==> src/inc/p7g_consts.vh <==
// Constants for the port-7 general I/O block with realtime outputs.
// Assumes inclusion by bare name from the rtl files.
`ifndef P7G_CONSTS_VH
`define P7G_CONSTS_VH
// ****************************************
// Register byte addresses (AXI4-Lite)
// ****************************************
`define P7G_ADDR_PATTERN_GEN_SELECT  8'h00
`define P7G_ADDR_REALTIME_MODE       8'h04
`define P7G_ADDR_PIN_DIRECTION       8'h08
`define P7G_ADDR_PORT_DATA_LATCH     8'h0C
`define P7G_ADDR_TRIGGER_SOURCE      8'h10
`define P7G_ADDR_TRIGGER_EDGE        8'h14
`define P7G_ADDR_POWER_STATE         8'h18
// ****************************************
// Reset values and fixed bits
// ****************************************
`define P7G_RST_PATTERN_GEN_SELECT   8'h00
`define P7G_RST_REALTIME_MODE        8'h0F
`define P7G_RST_PIN_DIRECTION        8'h00
`define P7G_RST_PORT_DATA_LATCH      8'h00
`define P7G_RST_TRIGGER_SOURCE       8'h0F
`define P7G_RST_TRIGGER_EDGE         8'hFC
`define P7G_RST_POWER_STATE          3'h0
`define P7G_FIXED_LOW_NIBBLE         4'hF
`define P7G_FIXED_EDGE_HIGH          6'h3F
`define P7G_WRITE_ONLY_READ          8'hFF
// ****************************************
// Field positions and encodings
// ****************************************
`define P7G_UPPER_LSB                4
`define P7G_EDGE_OFF                 2'h0
`define P7G_EDGE_RISE                2'h1
`define P7G_EDGE_FALL                2'h2
`define P7G_EDGE_BOTH                2'h3
// Power states: active, sleep, standby, watch, subactive, subsleep.
`define P7G_PWR_ACTIVE               3'h0
`define P7G_PWR_SLEEP                3'h1
`define P7G_PWR_STANDBY              3'h2
`define P7G_PWR_WATCH                3'h3
`define P7G_PWR_SUBACTIVE            3'h4
`define P7G_PWR_SUBSLEEP             3'h5
// AXI responses.
`define P7G_RESP_OKAY                2'h0
`define P7G_RESP_SLVERR              2'h2
`endif

==> src/rtl/p7g_edge_detect.v <==
// Trigger edge detector producing a single-cycle shadow-load pulse.
// Assumes its input is already synchronous to the clock.
`include "p7g_consts.vh"
module p7g_edge_detect (
  // Clock and reset
  input  wire       clk,
  input  wire       rst_n,
  // Trigger
  input  wire       trig,
  input  wire [1:0] edge_sel,
  output wire       pulse
);
  reg prev;

  // Previous level, to find transitions.
  always @(posedge clk or negedge rst_n) begin
    if (!rst_n) begin
      prev <= 1'b0;
    end else begin
      prev <= trig;
    end
  end

  // Edge decode: off, rising, falling or both.
  assign pulse = ((edge_sel == `P7G_EDGE_RISE) && trig && !prev) ||
                 ((edge_sel == `P7G_EDGE_FALL) && !trig && prev) ||
                 ((edge_sel == `P7G_EDGE_BOTH) && (trig != prev));
endmodule

==> src/rtl/p7g_port.v <==
// Port-7 general I/O with realtime outputs on pins 7..4, AXI4-Lite slave.
// Assumes a single 40 MHz MCLK; the pins, external trigger and power-state input
// come from outside the clock domain and are synchronised here. The pattern
// generator is assumed to run on MCLK, so its outputs are used as they come.
`include "p7g_consts.vh"
module p7g_port (
  // Clock and reset
  input  wire        MCLK,
  input  wire        RST_N,
  // AXI4-Lite write address
  input  wire [7:0]  S_AXI_AWADDR,
  input  wire        S_AXI_AWVALID,
  output reg         S_AXI_AWREADY,
  // AXI4-Lite write data
  input  wire [31:0] S_AXI_WDATA,
  input  wire [3:0]  S_AXI_WSTRB,
  input  wire        S_AXI_WVALID,
  output reg         S_AXI_WREADY,
  // AXI4-Lite write response
  output reg  [1:0]  S_AXI_BRESP,
  output reg         S_AXI_BVALID,
  input  wire        S_AXI_BREADY,
  // AXI4-Lite read address
  input  wire [7:0]  S_AXI_ARADDR,
  input  wire        S_AXI_ARVALID,
  output reg         S_AXI_ARREADY,
  // AXI4-Lite read data
  output reg  [31:0] S_AXI_RDATA,
  output reg  [1:0]  S_AXI_RRESP,
  output reg         S_AXI_RVALID,
  input  wire        S_AXI_RREADY,
  // Port pins
  input  wire [7:0]  PORT_PIN_IN,
  output reg  [7:0]  PORT_PIN_OUT,
  output reg  [7:0]  PORT_PIN_OE,
  // Alternate sources
  input  wire [7:0]  PATTERN_GENERATOR_OUTPUT,
  input  wire        EXTERNAL_TRIGGER_PIN,
  input  wire        HEAD_SWITCH_TRIGGER,
  // Power state from the low-power controller
  input  wire [2:0]  POWER_STATE
);
  // ****************************************
  // Registers and state
  // ****************************************
  reg  [7:0] pattern_gen_select;
  reg  [3:0] realtime_mode_select;
  reg  [7:0] pin_direction;
  reg  [7:0] port_data_latch;
  reg  [3:0] trigger_source_select;
  reg  [1:0] trigger_edge_select;
  reg  [3:0] output_data_shadow;
  reg  [3:0] direction_shadow;
  reg  [7:0] aw_addr;
  reg        aw_have;
  reg  [31:0] w_data;
  reg  [3:0] w_strb;
  reg        w_have;
  wire [7:0] pin_sync;
  wire [2:0] pwr_sync;
  wire       ext_sync;
  wire       hsw_sync;
  wire       ext_pulse;
  wire       hsw_pulse;
  wire       wr_fire;
  wire       wr_lane0;
  wire [7:0] wbyte;
  reg  [7:0] read_data;
  reg        read_ok;
  reg  [7:0] data_read;
  reg  [7:0] next_pin_out;
  reg  [7:0] next_pin_oe;
  wire       pins_float;
  wire       pins_hold;
  wire       latch_wr;
  wire       dir_wr;
  wire [7:0] rt_sel;
  wire [7:0] rt_data;
  wire [7:0] rt_dir;

  // Reset images of the registers. Only the writable parts are stored, so the
  // fixed-one bits are sliced off here and added back on the read path.
  localparam [7:0] rst_rt_mode   = `P7G_RST_REALTIME_MODE;
  localparam [7:0] rst_trig_src  = `P7G_RST_TRIGGER_SOURCE;
  localparam [7:0] rst_trig_edge = `P7G_RST_TRIGGER_EDGE;

  // ****************************************
  // Input synchronisation
  // ****************************************
  // Pins, trigger and power state are asynchronous to MCLK.
  // The head-switch input may be on MCLK already; synchronising it costs only
  // latency and keeps both trigger sources aligned.
  p7g_sync2 #(.W(13)) u_sync (
    .clk   (MCLK),
    .rst_n (RST_N),
    .d     ({POWER_STATE, HEAD_SWITCH_TRIGGER, EXTERNAL_TRIGGER_PIN, PORT_PIN_IN}),
    .q     ({pwr_sync, hsw_sync, ext_sync, pin_sync})
  );

  // One edge detector per trigger source; each of pins 7..4 then picks one.
  // Changing the edge field between edges gives no pulse, because each
  // detector compares the synchronised level with its own previous sample.
  p7g_edge_detect u_ext_edge (
    .clk      (MCLK),
    .rst_n    (RST_N),
    .trig     (ext_sync),
    .edge_sel (trigger_edge_select),
    .pulse    (ext_pulse)
  );

  p7g_edge_detect u_hsw_edge (
    .clk      (MCLK),
    .rst_n    (RST_N),
    .trig     (hsw_sync),
    .edge_sel (trigger_edge_select),
    .pulse    (hsw_pulse)
  );

  // ****************************************
  // AXI4-Lite write path
  // ****************************************
  // Address and data are caught independently; the write fires when both are held
  // and no response is pending. A held slot refuses a new address or data beat until
  // the write fires, so at most one write waits behind a pending response, and the
  // response always follows both halves.
  assign wr_fire  = aw_have && w_have && !S_AXI_BVALID;
  assign wr_lane0 = wr_fire && w_strb[0];
  assign wbyte    = w_data[7:0];

  always @(posedge MCLK or negedge RST_N) begin
    if (!RST_N) begin
      aw_have       <= 1'b0;
      w_have        <= 1'b0;
      aw_addr       <= 8'h00;
      w_data        <= 32'h00000000;
      w_strb        <= 4'h0;
      S_AXI_AWREADY <= 1'b0;
      S_AXI_WREADY  <= 1'b0;
      S_AXI_BVALID  <= 1'b0;
      S_AXI_BRESP   <= `P7G_RESP_OKAY;
    end else begin
      S_AXI_AWREADY <= !aw_have && !S_AXI_AWREADY && S_AXI_AWVALID;
      S_AXI_WREADY  <= !w_have && !S_AXI_WREADY && S_AXI_WVALID;
      if (S_AXI_AWVALID && S_AXI_AWREADY) begin
        aw_have <= 1'b1;
        aw_addr <= S_AXI_AWADDR;
      end
      if (S_AXI_WVALID && S_AXI_WREADY) begin
        w_have <= 1'b1;
        w_data <= S_AXI_WDATA;
        w_strb <= S_AXI_WSTRB;
      end
      if (wr_fire) begin
        aw_have      <= 1'b0;
        w_have       <= 1'b0;
        S_AXI_BVALID <= 1'b1;
        // Unmapped addresses answer with a slave error.
        case (aw_addr)
          `P7G_ADDR_PATTERN_GEN_SELECT, `P7G_ADDR_REALTIME_MODE,
          `P7G_ADDR_PIN_DIRECTION, `P7G_ADDR_PORT_DATA_LATCH,
          `P7G_ADDR_TRIGGER_SOURCE, `P7G_ADDR_TRIGGER_EDGE,
          `P7G_ADDR_POWER_STATE: begin
            S_AXI_BRESP <= `P7G_RESP_OKAY;
          end
          default: begin
            S_AXI_BRESP <= `P7G_RESP_SLVERR;
          end
        endcase
      end else if (S_AXI_BVALID && S_AXI_BREADY) begin
        S_AXI_BVALID <= 1'b0;
      end
    end
  end

  // ****************************************
  // Register file
  // ****************************************
  assign latch_wr = wr_lane0 && (aw_addr == `P7G_ADDR_PORT_DATA_LATCH);
  assign dir_wr   = wr_lane0 && (aw_addr == `P7G_ADDR_PIN_DIRECTION);

  // Only byte lane 0 carries register bits; fixed-one bits are not stored.
  // A write with strobe bit 0 clear, or to an unmapped address, stores nothing.
  always @(posedge MCLK or negedge RST_N) begin
    if (!RST_N) begin
      pattern_gen_select    <= `P7G_RST_PATTERN_GEN_SELECT;
      realtime_mode_select  <= rst_rt_mode[7:4];
      pin_direction         <= `P7G_RST_PIN_DIRECTION;
      port_data_latch       <= `P7G_RST_PORT_DATA_LATCH;
      trigger_source_select <= rst_trig_src[7:4];
      trigger_edge_select   <= rst_trig_edge[1:0];
    end else if (wr_lane0) begin
      case (aw_addr)
        `P7G_ADDR_PATTERN_GEN_SELECT: pattern_gen_select <= wbyte;
        `P7G_ADDR_REALTIME_MODE:      realtime_mode_select <= wbyte[7:4];
        `P7G_ADDR_PIN_DIRECTION:      pin_direction <= wbyte;
        `P7G_ADDR_PORT_DATA_LATCH:    port_data_latch <= wbyte;
        `P7G_ADDR_TRIGGER_SOURCE:     trigger_source_select <= wbyte[7:4];
        `P7G_ADDR_TRIGGER_EDGE:       trigger_edge_select <= wbyte[1:0];
        default: begin
        end
      endcase
    end
  end

  // ****************************************
  // Shadow latches for pins 7..4
  // ****************************************
  // A trigger in realtime mode loads both shadows; in general I/O use each
  // shadow follows its register write so the pair behaves as one register.
  // Setting a realtime bit keeps the shadow of the last general write, so the
  // pin takes that level and enable until the first trigger arrives.
  genvar g;
  generate
    for (g = 0; g < 4; g = g + 1) begin : g_shadow
      wire load = trigger_source_select[g] ? hsw_pulse : ext_pulse;
      always @(posedge MCLK or negedge RST_N) begin
        if (!RST_N) begin
          output_data_shadow[g] <= 1'b0;
          direction_shadow[g]   <= 1'b0;
        end else if (realtime_mode_select[g]) begin
          if (load) begin
            output_data_shadow[g] <= port_data_latch[g+4];
            direction_shadow[g]   <= pin_direction[g+4];
          end
        end else begin
          if (latch_wr) begin
            output_data_shadow[g] <= wbyte[g+4];
          end
          if (dir_wr) begin
            direction_shadow[g] <= wbyte[g+4];
          end
        end
      end
    end
  endgenerate

  // ****************************************
  // Pin function select and data readback
  // ****************************************
  // Full-width views of the realtime controls; pins 3..0 have no realtime
  // mode, so their slots are tied to zero.
  assign rt_sel  = {realtime_mode_select, 4'h0};
  assign rt_data = {output_data_shadow, 4'h0};
  assign rt_dir  = {direction_shadow, 4'h0};

  // Priority on the upper pins: realtime, then pattern generator, then I/O.
  integer i;
  always @* begin
    next_pin_out = 8'h00;
    next_pin_oe  = 8'h00;
    data_read    = 8'h00;
    for (i = 0; i < 8; i = i + 1) begin
      data_read[i] = pin_direction[i] ? port_data_latch[i] : pin_sync[i];
      if (rt_sel[i]) begin
        next_pin_out[i] = rt_data[i];
        next_pin_oe[i]  = rt_dir[i];
        data_read[i]    = port_data_latch[i];
      end else if (pattern_gen_select[i]) begin
        next_pin_out[i] = PATTERN_GENERATOR_OUTPUT[i];
        next_pin_oe[i]  = 1'b1;
      end else begin
        next_pin_out[i] = port_data_latch[i];
        next_pin_oe[i]  = pin_direction[i];
      end
    end
  end

  // Standby and watch float the pins; sleep and subsleep freeze them.
  // The power state passes the same two flops as the pins, so a change takes
  // effect on the pins three edges after it is presented.
  assign pins_float = (pwr_sync == `P7G_PWR_STANDBY) || (pwr_sync == `P7G_PWR_WATCH);
  assign pins_hold  = (pwr_sync == `P7G_PWR_SLEEP) || (pwr_sync == `P7G_PWR_SUBSLEEP);

  // Pins are registered; reset and standby/watch release them.
  always @(posedge MCLK or negedge RST_N) begin
    if (!RST_N) begin
      PORT_PIN_OUT <= 8'h00;
      PORT_PIN_OE  <= 8'h00;
    end else if (pins_float) begin
      PORT_PIN_OUT <= 8'h00;
      PORT_PIN_OE  <= 8'h00;
    end else if (!pins_hold) begin
      PORT_PIN_OUT <= next_pin_out;
      PORT_PIN_OE  <= next_pin_oe;
    end
  end

  // ****************************************
  // AXI4-Lite read path
  // ****************************************
  // Read decode works on the live address; it is sampled only at the edge at
  // which the address is taken. The direction register reads back as ones.
  always @* begin
    read_ok   = 1'b1;
    read_data = 8'h00;
    case (S_AXI_ARADDR)
      `P7G_ADDR_PATTERN_GEN_SELECT: read_data = pattern_gen_select;
      `P7G_ADDR_REALTIME_MODE:   read_data = {realtime_mode_select, `P7G_FIXED_LOW_NIBBLE};
      `P7G_ADDR_PIN_DIRECTION:   read_data = `P7G_WRITE_ONLY_READ;
      `P7G_ADDR_PORT_DATA_LATCH: read_data = data_read;
      `P7G_ADDR_TRIGGER_SOURCE:  read_data = {trigger_source_select, `P7G_FIXED_LOW_NIBBLE};
      `P7G_ADDR_TRIGGER_EDGE:    read_data = {`P7G_FIXED_EDGE_HIGH, trigger_edge_select};
      `P7G_ADDR_POWER_STATE:     read_data = {5'h00, pwr_sync};
      default:                   read_ok   = 1'b0;
    endcase
  end

  // One read at a time; the answer comes the cycle after the address is taken.
  // A new address is refused while a read answer still waits for RREADY.
  always @(posedge MCLK or negedge RST_N) begin
    if (!RST_N) begin
      S_AXI_ARREADY <= 1'b0;
      S_AXI_RVALID  <= 1'b0;
      S_AXI_RDATA   <= 32'h00000000;
      S_AXI_RRESP   <= `P7G_RESP_OKAY;
    end else begin
      S_AXI_ARREADY <= S_AXI_ARVALID && !S_AXI_ARREADY && !S_AXI_RVALID;
      if (S_AXI_ARVALID && S_AXI_ARREADY) begin
        S_AXI_RVALID <= 1'b1;
        S_AXI_RDATA  <= {24'h000000, read_data};
        S_AXI_RRESP  <= read_ok ? `P7G_RESP_OKAY : `P7G_RESP_SLVERR;
      end else if (S_AXI_RVALID && S_AXI_RREADY) begin
        S_AXI_RVALID <= 1'b0;
      end
    end
  end
endmodule

==> src/rtl/p7g_sync2.v <==
// Two-flop synchroniser bank for levels arriving from outside MCLK.
// Assumes the inputs are quasi-static levels relative to MCLK.
module p7g_sync2 #(
  parameter W = 1
) (
  // Clock and reset
  input  wire         clk,
  input  wire         rst_n,
  // Data
  input  wire [W-1:0] d,
  output reg  [W-1:0] q
);
  reg [W-1:0] meta;

  // The first stage feeds only the second stage.
  always @(posedge clk or negedge rst_n) begin
    if (!rst_n) begin
      meta <= {W{1'b0}};
      q    <= {W{1'b0}};
    end else begin
      meta <= d;
      q    <= meta;
    end
  end
endmodule
==> config.mk <==
export PLATFORM = sky130hd
export DESIGN_NAME = p7g_port
export DESIGN_NICKNAME = d
export VERILOG_FILES = /design/src/rtl/p7g_edge_detect.v /design/src/rtl/p7g_port.v /design/src/rtl/p7g_sync2.v
export VERILOG_INCLUDE_DIRS = /design/src /design/src/inc
export SDC_FILE = /design/constraint.sdc
export NUM_CORES = 1
export LEC_CHECK = 0
export BUFFER_PORTS_ARGS = -buffer_cell sky130_fd_sc_hd__buf_2
export CORE_ASPECT_RATIO = 1.25
export CORE_MARGIN = 3
export CORE_UTILIZATION = 42
export DETAILED_ROUTE_END_ITERATION = 6
export PLACE_DENSITY = 0.67
export SYNTH_ARGS = -nofsm -noshare
export SYNTH_HDL_FRONTEND = slang
export SYNTH_HIERARCHICAL = 1
export SYNTH_SLANG_ARGS = --single-unit
==> constraint.sdc <==
create_clock -name MCLK -period 2.7 [get_ports MCLK]
set_clock_uncertainty 0.05 [all_clocks]
set_input_delay 0.405 -clock MCLK [delete_from_list [all_inputs] [get_ports MCLK]]
set_output_delay 0.405 -clock MCLK [all_outputs]
set_load 0.01 [all_outputs]
==> results of run 1 <==
==> cell usage after synthesis (2+ instances only) <==
master	n
nor3_1	3
and3_1	5
and2_1	4
nor2_1	30
nor2b_1	10
nand2_1	30
nand3_1	3
buf_4	26
a22oi_1	3
o21ai_2	2
o21ai_0	29
buf_6	2
or3_1	3
nand3b_1	6
o21a_1	3
dfrtp_1	120
a221oi_1	3
mux2_4	6
a211oi_1	13
or3b_2	2
o2bb2ai_1	2
o32a_1	2
inv_1	5
mux2_2	48
mux2i_1	18
nor3b_1	11
a21o_1	2
a32oi_1	3
a21oi_1	17
clkbuf_1	12
==> power by group through the flow <==
| stage | clock (mW) | sequential [mW] | combinational [mW] |
|---|---|---|---|
| floorplan | 0 | 2.31 | 0.495 |
| global placement | 0 | 2.36 | 0.704 |
| detailed placement | 0 | 2.37 | 0.732 |
| CTS | 2.34 | 2.35 | 0.738 |
| global route | 2.42 | 2.39 | 0.807 |
| finish | 2.29 | 2.35 | 0.724 |
==> final cells by class <==
type / count / area share, %
repair buffers: 91 / 7.621
flip-flops and latches: 120 / 46.42
well taps: 164 / 3.172
clock buffers: 24 / 7.602
multi-input cells: 305 / 33.08
clock inverters: 8 / 1.818
inverters: 5 / 0.2901
==> stage by stage <==
step           cells  hold WS [ns]
6_report         717       0.05153
3_5_place_dp     684        0.2847
3_3_place_gp     684        0.2819
5_1_grt          717       0.03506
4_1_cts          717       0.03066
2_1_floorplan    473       0.05941
==> registers in the layout (all words and copies together), names as in the netlist, 2 cells and up <==
register,flops
PORT_PIN_OE,8
u_sync/meta,13
trigger_edge_select,2
pattern_gen_select,8
aw_addr,8
port_data_latch,8
u_sync/q,13
realtime_mode_select,4
pin_direction,8
trigger_source_select,4
S_AXI_RDATA,8
w_data,8
output_data_shadow,4
PORT_PIN_OUT,8
direction_shadow,4
==> path summary, 6_finish.rpt <==
kind	from	end	slack, ns
setup / recovery	aw_addr[1]	port_data_latch[6]	0.52
hold / removal	POWER_STATE[0]	u_sync/meta[10]	0.05
setup reg to reg	aw_addr[1]	port_data_latch[6]	0.52
hold reg to reg	u_sync/meta[9]	u_sync/q[9]	0.29
max in group asynchronous	RST_N	PORT_PIN_OE[3]	1.49
min in group asynchronous	RST_N	u_sync/meta[1]	0.42
==> what timing repair did <==
item                                    4_1_cts  5_1_grt
hold buffers                                  1        0
hold endpoints to repair                     29        0
endpoints found under the setup margin        0        0
gates resized for setup                       0        0
==> logic make-up (layout without fill, tap and decap cells) <==
logic type / count (synthesis) / count (layout) / synth area share, %
multiplexers: 73 / 73 / 15.34
other: 1 / 26 / 0.06998
flip-flops: 120 / 120 / 56.04
buffers and inverters: 48 / 128 / 5.790
XOR/XNOR: 1 / 1 / 0.1635
AO/OA/AOI/OAI: 86 / 86 / 10.34
AND/OR/NAND/NOR: 119 / 119 / 12.26
==> per-layer routing <==
layer | part of all wire [%] | up-vias | GRT usage, %
met1 | 42 | 1843 | 22.22
li1 | - | 1732 | -
met5 | 0 | - | 0
met2 | 52 | 101 | 28.46
met4 | 0.96 | 0 | 6.468
met3 | 5.0 | 8 | 4.508
==> layout by cell type (no fill, tap or decap), types with 2 or more instances in the layout <==
cell type / n
a21oi_1: 17
o21a_1: 3
or3_1: 3
clkbuf_8: 4
a21o_1: 2
mux2_4: 6
inv_1: 5
dfrtp_1: 120
o32a_1: 2
a32oi_1: 3
nor3b_1: 11
nor3_1: 3
nand3b_1: 6
buf_4: 7
buf_2: 82
a221oi_1: 3
conb_1: 26
o21ai_0: 29
nor2b_1: 10
mux2i_1: 18
clkbuf_1: 3
clkbuf_16: 17
or3b_2: 2
o21ai_2: 2
nand2_1: 30
a211oi_1: 13
o2bb2ai_1: 2
clkinv_2: 4
mux2_2: 48
nor2_1: 30
and2_1: 4
bufinv_16: 3
and3_1: 5
nand3_1: 3
a22oi_1: 3
==> metrics.txt, run 1 <==
RSZ-0062 raised after global routing false; worst path required time approximately 3 ns; DR vias about 3,700; chip width approximately 110 µm; total net switching power roughly 1.4 mW; Layout area overhead 20.71%; Clock Power Share between 40% and 50%; Critical Path Fanout Max 5; slew margin rel. around 60%; I/O Pins approximately 140; gr ovfl total 0; Post-synth EDFFs 0; Initial Utilization between 40% and 50%; nature of the critical path endpoint flip-flop; nets@finish 620; total CTS buffers 17; core area about 12,000 µm²; largest stage delay on the critical path ~0.43 ns; Die Height approximately 130 µm; status complete, no violations; Total Power approximately 5.4 mW; post-route setup slack about 0.52 ns; IO buf count 83; largest net degree at the start of global routing 43; drt initial violations roughly 180; CTS tree yes; gp weighted congestion about 0.82; Clk Latency, worst-skew pair roughly 0.41 ns; area taken by multi-input logic gates 2140 µm²; Hold Path Cell Cnt 1; Hold WC Path Type input pin to flip-flop; HPWL after DPL approximately 8000 µm; Antenna diodes 0; Sink Count 120; Comb pwr share between 10 and 15%; Mapped Avg Cell Area between 10 and 15 µm²; row count 45; critical path class flip-flop to flip-flop; fin crit share roughly four fifths; Fmax between 400 and 500 MHz; antenna violations before repair 0; fill count approximately 1,100; Setup TNS Final 0 ns; area fraction of the dominant cell type after synthesis between 50% and 60%; CTS root buf clkbuf_16; Worst-path clk slew 0.05 ns; vias in the first global route 3,736; Flop pwr share between 40% and 50%; setup repair bufs after CTS 0; Hold Vio Cnt, Final 0; die outline area about 14,000 µm²; post-synthesis sequential element count 120; proportion of layout cells with a drive suffix above 1 33.82%; Primary FF master, synth dfrtp_1; power per standard cell area approximately 830 nW/µm²; dpl cell area about 6000 µm²; yosys warns 6; crit-path cells or3b_4 -> nor4_4 -> and2_1 -> buf_4 -> mux2_2; # setup viols final 0; critical path's slowest cell or3b_4; Seq. cell area approximately 3000 µm²; max-slew violation count 0; fin util between 50% and 60%; CTS max path bufs 2; FFs w/ async S/R, synth 100.0%; drt drc 0; WP data arrival 2.42 ns; Seq/Total Area, Yosys approximately 56%; worst path bufs/invs 1; Via-to-Cell Ratio approximately 5.1; drt wl/cell around 16 µm; distinct cell type count after synthesis 55; worst slew pin tran approximately 0.6 ns; cell-internal power roughly 4.0 mW; CP Launch Type flip-flop; global-route usage over all layers between 10% and 20%; static leakage between 3 and 4 nW; Syn Inst Count ~450; number of max-cap violations 0; Yosys top cell by area dfrtp_1; cell family with most CP delay simple AND/OR/NAND/NOR gates; Area contributors post-synth dfrtp_1 (56%), mux2_2 (10%), buf_4 (3.6%), mux2i_1 (3.4%), o21ai_0 (2.7%); router iterations before antenna repair 4; final WL between 10,000 and 15,000 µm; antenna-violating nets left 0; H-tree depth 4; Switching Share approximately 26%; Worst VDD drop 0.4989 mV; Design Area, Final 6469 µm²; mapped cell area 5359 µm²; reg2reg path depth 5; post-layout min period roughly 2.2 ns; first-pass GRT wire length 19,150 µm; WP depth 5; dpl ws slightly below 0.5 ns
Note: power is estimated with default switching activity, not from simulation.
==> run 2, diff against run 1 <==
- ABC_AREA: default -> 1
- PLACE_DENSITY: 0.67 -> 0.69
- clock period: 2.7 -> 1.95 ns (I/O delays scaled with it)
==> run 2 against run 1 <==
Synthesized cell count up 41%; first-iteration DRC count up 70%; global-route usage up 0.71 points; sequential power up 46%; setup slack worse by 0.19 ns; maximum frequency up 35%; design area up 3.6%; cell count up 29%; critical path type unchanged; critical endpoint is now port_data_latch[2]; highest routed layer unchanged.
==> metrics.txt, run 2 <==
Simple-Gate Fraction of Synth Area 24.71%; area fraction of the dominant cell type after synthesis between 50% and 60%; chip width 107.9 µm; drt wl/cell around 13 µm; nature of the critical path endpoint flip-flop; count leader, synth nand2_1; CP Launch Type flip-flop; Synth Area in XOR/XNOR 0%; PostCTS Resize Cnt 0; HPWL after DPL 8973 µm; reg-to-reg slack, setup about 0.34 ns; Initial Utilization roughly 44%; IO buf count 83; first-pass GRT wire length a little over 20,000 µm; distinct cell type count after synthesis 31; CTS max path bufs 2; Flop pwr share 43.2%; WP data arrival 1.87 ns; power per standard cell area between 1000 and 1500 nW/µm²; most frequent cells in the layout nand2_1 (178), dfrtp_1 (120), buf_2 (82); number of max-cap violations 0; nets@finish ~830; Yosys top cell by area dfrtp_1; Syn Inst Count approximately 630; post-synthesis compound-gate area fraction 10.51%; synth cell count leaders nand2_1 (178), dfrtp_1 (120), inv_1 (63), o21ai_0 (63), nand3_1 (58); Antenna diodes 0; drt drc 0; # setup viols final 0; dpl ws 0.3224 ns; vias in the first global route approximately 4,300; fill count 1,156; H-tree depth 4; DR vias roughly 4,400; post-synthesis sequential element count between 100 and 150; gr ovfl total 0; Via-to-Cell Ratio a little under 5; core area around 12,000 µm²; antenna violations before repair 0; status complete, no violations; commonest non-fill, non-tap cell in the layout nand2_1; Die Height ~130 µm; Post-synth EDFFs 0; Hold Vio Cnt, Final 0; Synth Area in Adders 0%; FFs w/ async S/R, synth 100.0%; gp weighted congestion 0.8620; router iterations before antenna repair 5; row count between 40 and 50; Hold WC Path Type input pin to flip-flop; proportion of layout cells with a drive suffix above 1 21.05%; post-synthesis mux area share less than 1%; Clk Latency, worst-skew pair 0.42 ns; global-route usage over all layers a little under a fifth; post-layout min period about 1.6 ns; CTS tree yes; static leakage ~3.5 nW; Comb pwr share a little over a fifth; drt initial violations about 300; Area contributors post-synth dfrtp_1 (55%), nand2_1 (12%), o21ai_0 (5.8%), nand3_1 (5.3%), inv_1 (4.3%); Setup TNS Final 0 ns; Clock Power Share between 30% and 40%; Primary FF master, synth dfrtp_1; worst path required time ~2.2 ns; critical path class flip-flop to flip-flop; Worst VDD drop ~0.54 mV; antenna-violating nets left 0; CTS root buf clkbuf_16; I/O Pins about 140; die outline area roughly 14,000 µm²; largest net degree at the start of global routing 57; mapped cell area 5453 µm²; post-route setup slack 0.3363 ns; Critical Path Fanout Max 16; max-slew violation count 0; Worst-path clk slew roughly 0.05 ns; Fmax around 620 MHz; cell-internal power 5.326 mW; yosys warns 6; biggest registers after layout u_sync/meta: 13 flops, u_sync/q: 13 flops; crit-path cells nor2_4 -> nand2_2 -> nor3_4 -> nand2_4 -> nand2_1 -> o21ai_2; RSZ-0062 raised after global routing false; total CTS buffers 17; Seq/Total Area, Yosys 55.07%; main combinational cell family by area after synthesis simple AND/OR/NAND/NOR gates; Mapped Avg Cell Area around 8.6 µm²; largest stage delay on the critical path roughly 0.4 ns; Sink Count 120; final WL approximately 12,000 µm; Switching Share 33.23%; fin crit share between 80% and 90%; total net switching power ~2.7 mW; critical path's slowest cell dfrtp_1; Layout area overhead 22.90%
run 2: cell types whose count changed after synthesis, sizes merged, moves of 8 or more:
cell	previous run	this run
nand3	3	61
inv	5	64
o21ai	31	80
nand2	30	186
mux2	55	0
nor2	31	59
a21oi	17	5
mux2i	18	2
nor3b	11	0
clkbuf	12	4
nor2b	10	0
a211oi	13	4
run 2: power groups by stage:
stage	logic, mW	registers (mW)	clock network [mW]
finish	1.73	3.44	2.80
global route	1.99	3.52	2.96
CTS	1.75	3.44	2.85
detailed placement	1.72	3.48	0
global placement	1.66	3.46	0
floorplan	1.13	3.47	0
run 2: layout make-up:
cell class | count | area (µm²) | area share (%)
Tap cell | 164 | 205.2 | 3.062
Clock buffer | 18 | 439.2 | 6.553
Multi-Input combinational cell | 435 | 2038 | 30.41
Timing Repair Buffer | 108 | 668.1 | 9.970
Inverter | 65 | 244.0 | 3.641
Clock inverter | 14 | 103.9 | 1.550
Sequential cell | 120 | 3003 | 44.81
run 2: through the flow:
| stage | instances | hold slack, ns | power (mW) | util, % | area, µm² |
|---|---|---|---|---|---|
| 2_1_floorplan | 656 | -0.05309 | 4.599 | - | 5547 |
| 3_3_place_gp | 877 | 0.1131 | 5.115 | 48.29 | 6008 |
| 3_5_place_dp | 877 | 0.1185 | 5.199 | 48.29 | 6008 |
| 4_1_cts | 924 | 0.01087 | 8.046 | 53.86 | 6701 |
| 5_1_grt | 924 | 0.02534 | 8.474 | 53.86 | 6701 |
| 6_report | 924 | 0.02271 | 7.977 | 53.86 | 6701 |
run 2: kinds of logic (layout without fill, tap and decap cells):
| kind of cell | Yosys count | after routing |
|---|---|---|
| flip-flops | 120 | 120 |
| AND/OR/NAND/NOR | 311 | 311 |
| multiplexers | 2 | 2 |
| buffers and inverters | 101 | 205 |
| other | 1 | 26 |
| AO/OA/AOI/OAI | 96 | 96 |
run 2: critical path, delay by kind of cell, from the launching register on:
family	cells	cell delay [ns]
AND/OR/NAND/NOR	5	0.99
flip-flops	1	0.41
AO/OA/AOI/OAI	1	0.06
run 2: what timing repair did:
action	CTS	global route
hold endpoints to repair	43	0
hold buffers	15	0
buffers inserted	0	0
run 2: metal layers:
metal,vias up,track usage [%],part of all wire [%]
li1,2216,-,-
met2,151,29.18,48
met1,2056,23.23,44
met4,0,8.000,2.1
met3,19,4.314,5.8
met5,-,0,0
run 2: worst paths after layout:
path	start	endpoint	depth (start not counted)
max in group asynchronous	RST_N	S_AXI_RRESP[1]	3
min in group asynchronous	RST_N	S_AXI_BVALID	2
max	aw_addr[1]	port_data_latch[2]	6
min	S_AXI_AWADDR[1]	aw_addr[1]	3
max reg2reg	aw_addr[1]	port_data_latch[2]	6
min reg2reg	u_sync/meta[3]	u_sync/q[3]	0
==> run 3, diff against run 2 <==
- clock period: 1.95 -> 1.4 ns (I/O delays scaled with it)
==> run 3 against run 2 <==
The run now ends with setup timing left; first-iteration DRC count is 14% lower; sequential share of layout area down 3.8 points; critical path depth unchanged; wire length up 4.6%; design area grew 9.4%; critical path type unchanged; critical endpoint unchanged; largest power group unchanged.
==> metrics.txt, run 3 (synthesis gave the netlist of run 2 again) <==
failing checks setup timing; number of max-cap violations 0; HPWL after DPL between 9000 and 10,000 µm; most frequent cells in the layout nand2_1 (169), dfrtp_1 (120), buf_2 (82); post-layout min period 1.510 ns; Setup TNS Final -2.374 ns; drt drc 0; DR vias roughly 4,700; largest stage delay on the critical path 0.40 ns; drt initial violations about 260; fin util between 50% and 60%; largest net degree at the start of global routing 44; commonest non-fill, non-tap cell in the layout nand2_1; CP Launch Type flip-flop; I/O Pins around 140; Hold Vio Cnt, Final 0; first-pass GRT wire length about 22,000 µm; critical path's slowest cell dfrtp_1; H-tree depth 4; CTS max path bufs 2; Layout area overhead 34.44%; die outline area 14,390 µm²; nature of the critical path endpoint flip-flop; Clk Latency, worst-skew pair ~0.4 ns; Total Power 12.03 mW; power per standard cell area ~1600 nW/µm²; critical path class flip-flop to flip-flop; Antenna diodes 0; Fmax between 600 and 700 MHz; drt wl/cell between 10 and 15 µm; CTS tree yes; max-slew violation count 0; CTS root buf clkbuf_16; nets@finish ~880; Critical Path Fanout Max 16; reg-to-reg slack, setup -0.11 ns; dpl ws -0.1199 ns; chip width roughly 110 µm; # setup viols final 36; row count 45; Die Height 133.4 µm; total CTS buffers 17; antenna-violating nets left 0; router iterations before antenna repair 4; gr ovfl total 0; vias in the first global route 4,740; status finished, violations left; Sink Count between 100 and 150; post-route setup slack -0.1103 ns; IO buf count 83; crit-path cells nor2_4 -> nand3_4 -> nor3_4 -> nand2_4 -> nand2_1 -> o21ai_2; global-route usage over all layers about a fifth; Initial Utilization a little over two fifths; final WL ~13,000 µm; Worst VDD drop roughly 0.94 mV; biggest registers after layout u_sync/meta: 13 flops, u_sync/q: 13 flops; proportion of layout cells with a drive suffix above 1 around 26%; fill count approximately 1,100; Hold WC Path Type input pin to flip-flop; core area roughly 12,000 µm²; RSZ-0062 raised after global routing true; Worst-path clk slew about 0.060 ns; worst path required time approximately 1.6 ns; Via-to-Cell Ratio 4.822; WP data arrival 1.75 ns; hold_ws ~0.043 ns; antenna violations before repair 0; gp weighted congestion about 0.88; fin crit share 107.9%; static leakage ~3.8 nW
## run 3: layout make-up
| class | count | area (µm²) | area share [%] |
|---|---|---|---|
| multi-input cells | 435 | 2150 | 29.32 |
| clock buffers | 18 | 439.2 | 5.991 |
| clock inverters | 14 | 173.9 | 2.372 |
| inverters | 65 | 244.0 | 3.328 |
| well taps | 164 | 205.2 | 2.799 |
| repair buffers | 158 | 1116 | 15.22 |
| flip-flops and latches | 120 | 3003 | 40.96 |
## run 3: metal layers
metal | share of wire [%] | global-route usage, % | vias to the layer above
met5 | 0 | 0 | -
met4 | 2.3 | 8.070 | 0
met3 | 5.4 | 4.605 | 25
met2 | 50 | 32.71 | 155
met1 | 42 | 23.76 | 2205
li1 | - | - | 2312
## run 3: through the flow
stage	cell area, µm²	instances
detailed placement	6193	900
global placement	6193	900
finish	7331	974
global route	7331	974
CTS	7239	972
floorplan	5547	656
## run 3: timing repair
item                                    4_1_cts  5_1_grt
resized for setup                            10       18
hold endpoints to repair                    155        0
hold buffers                                 36        0
setup buffers                                 4        2
gates cloned                                  0        0
endpoints found under the setup margin       31       42
pin swaps                                     4        1
## run 3: where the power goes
group / total, mW / switching, mW / internal (mW)
Clock: 4.43 / 1.58 / 2.85
Combinational: 2.80 / 1.68 / 1.12
Sequential: 4.80 / 0.553 / 4.24
## run 3: path summary, 6_finish.rpt
| kind | to | start | cells past startpoint |
|---|---|---|---|
| min in group asynchronous | S_AXI_AWREADY | RST_N | 2 |
| hold reg to reg | u_sync/q[2] | u_sync/meta[2] | 0 |
| max in group asynchronous | trigger_source_select[2] | RST_N | 3 |
| setup / recovery | port_data_latch[2] | aw_addr[6] | 6 |
| setup reg to reg | port_data_latch[2] | aw_addr[6] | 6 |
| hold / removal | PORT_PIN_OUT[3] | PATTERN_GENERATOR_OUTPUT[3] | 3 |
## run 3: worst max-delay path, delay by kind of cell (launching register included)
kind,cells,cell delay (ns)
AND/OR/NAND/NOR,5,0.87
flip-flops,1,0.40
AO/OA/AOI/OAI,1,0.06
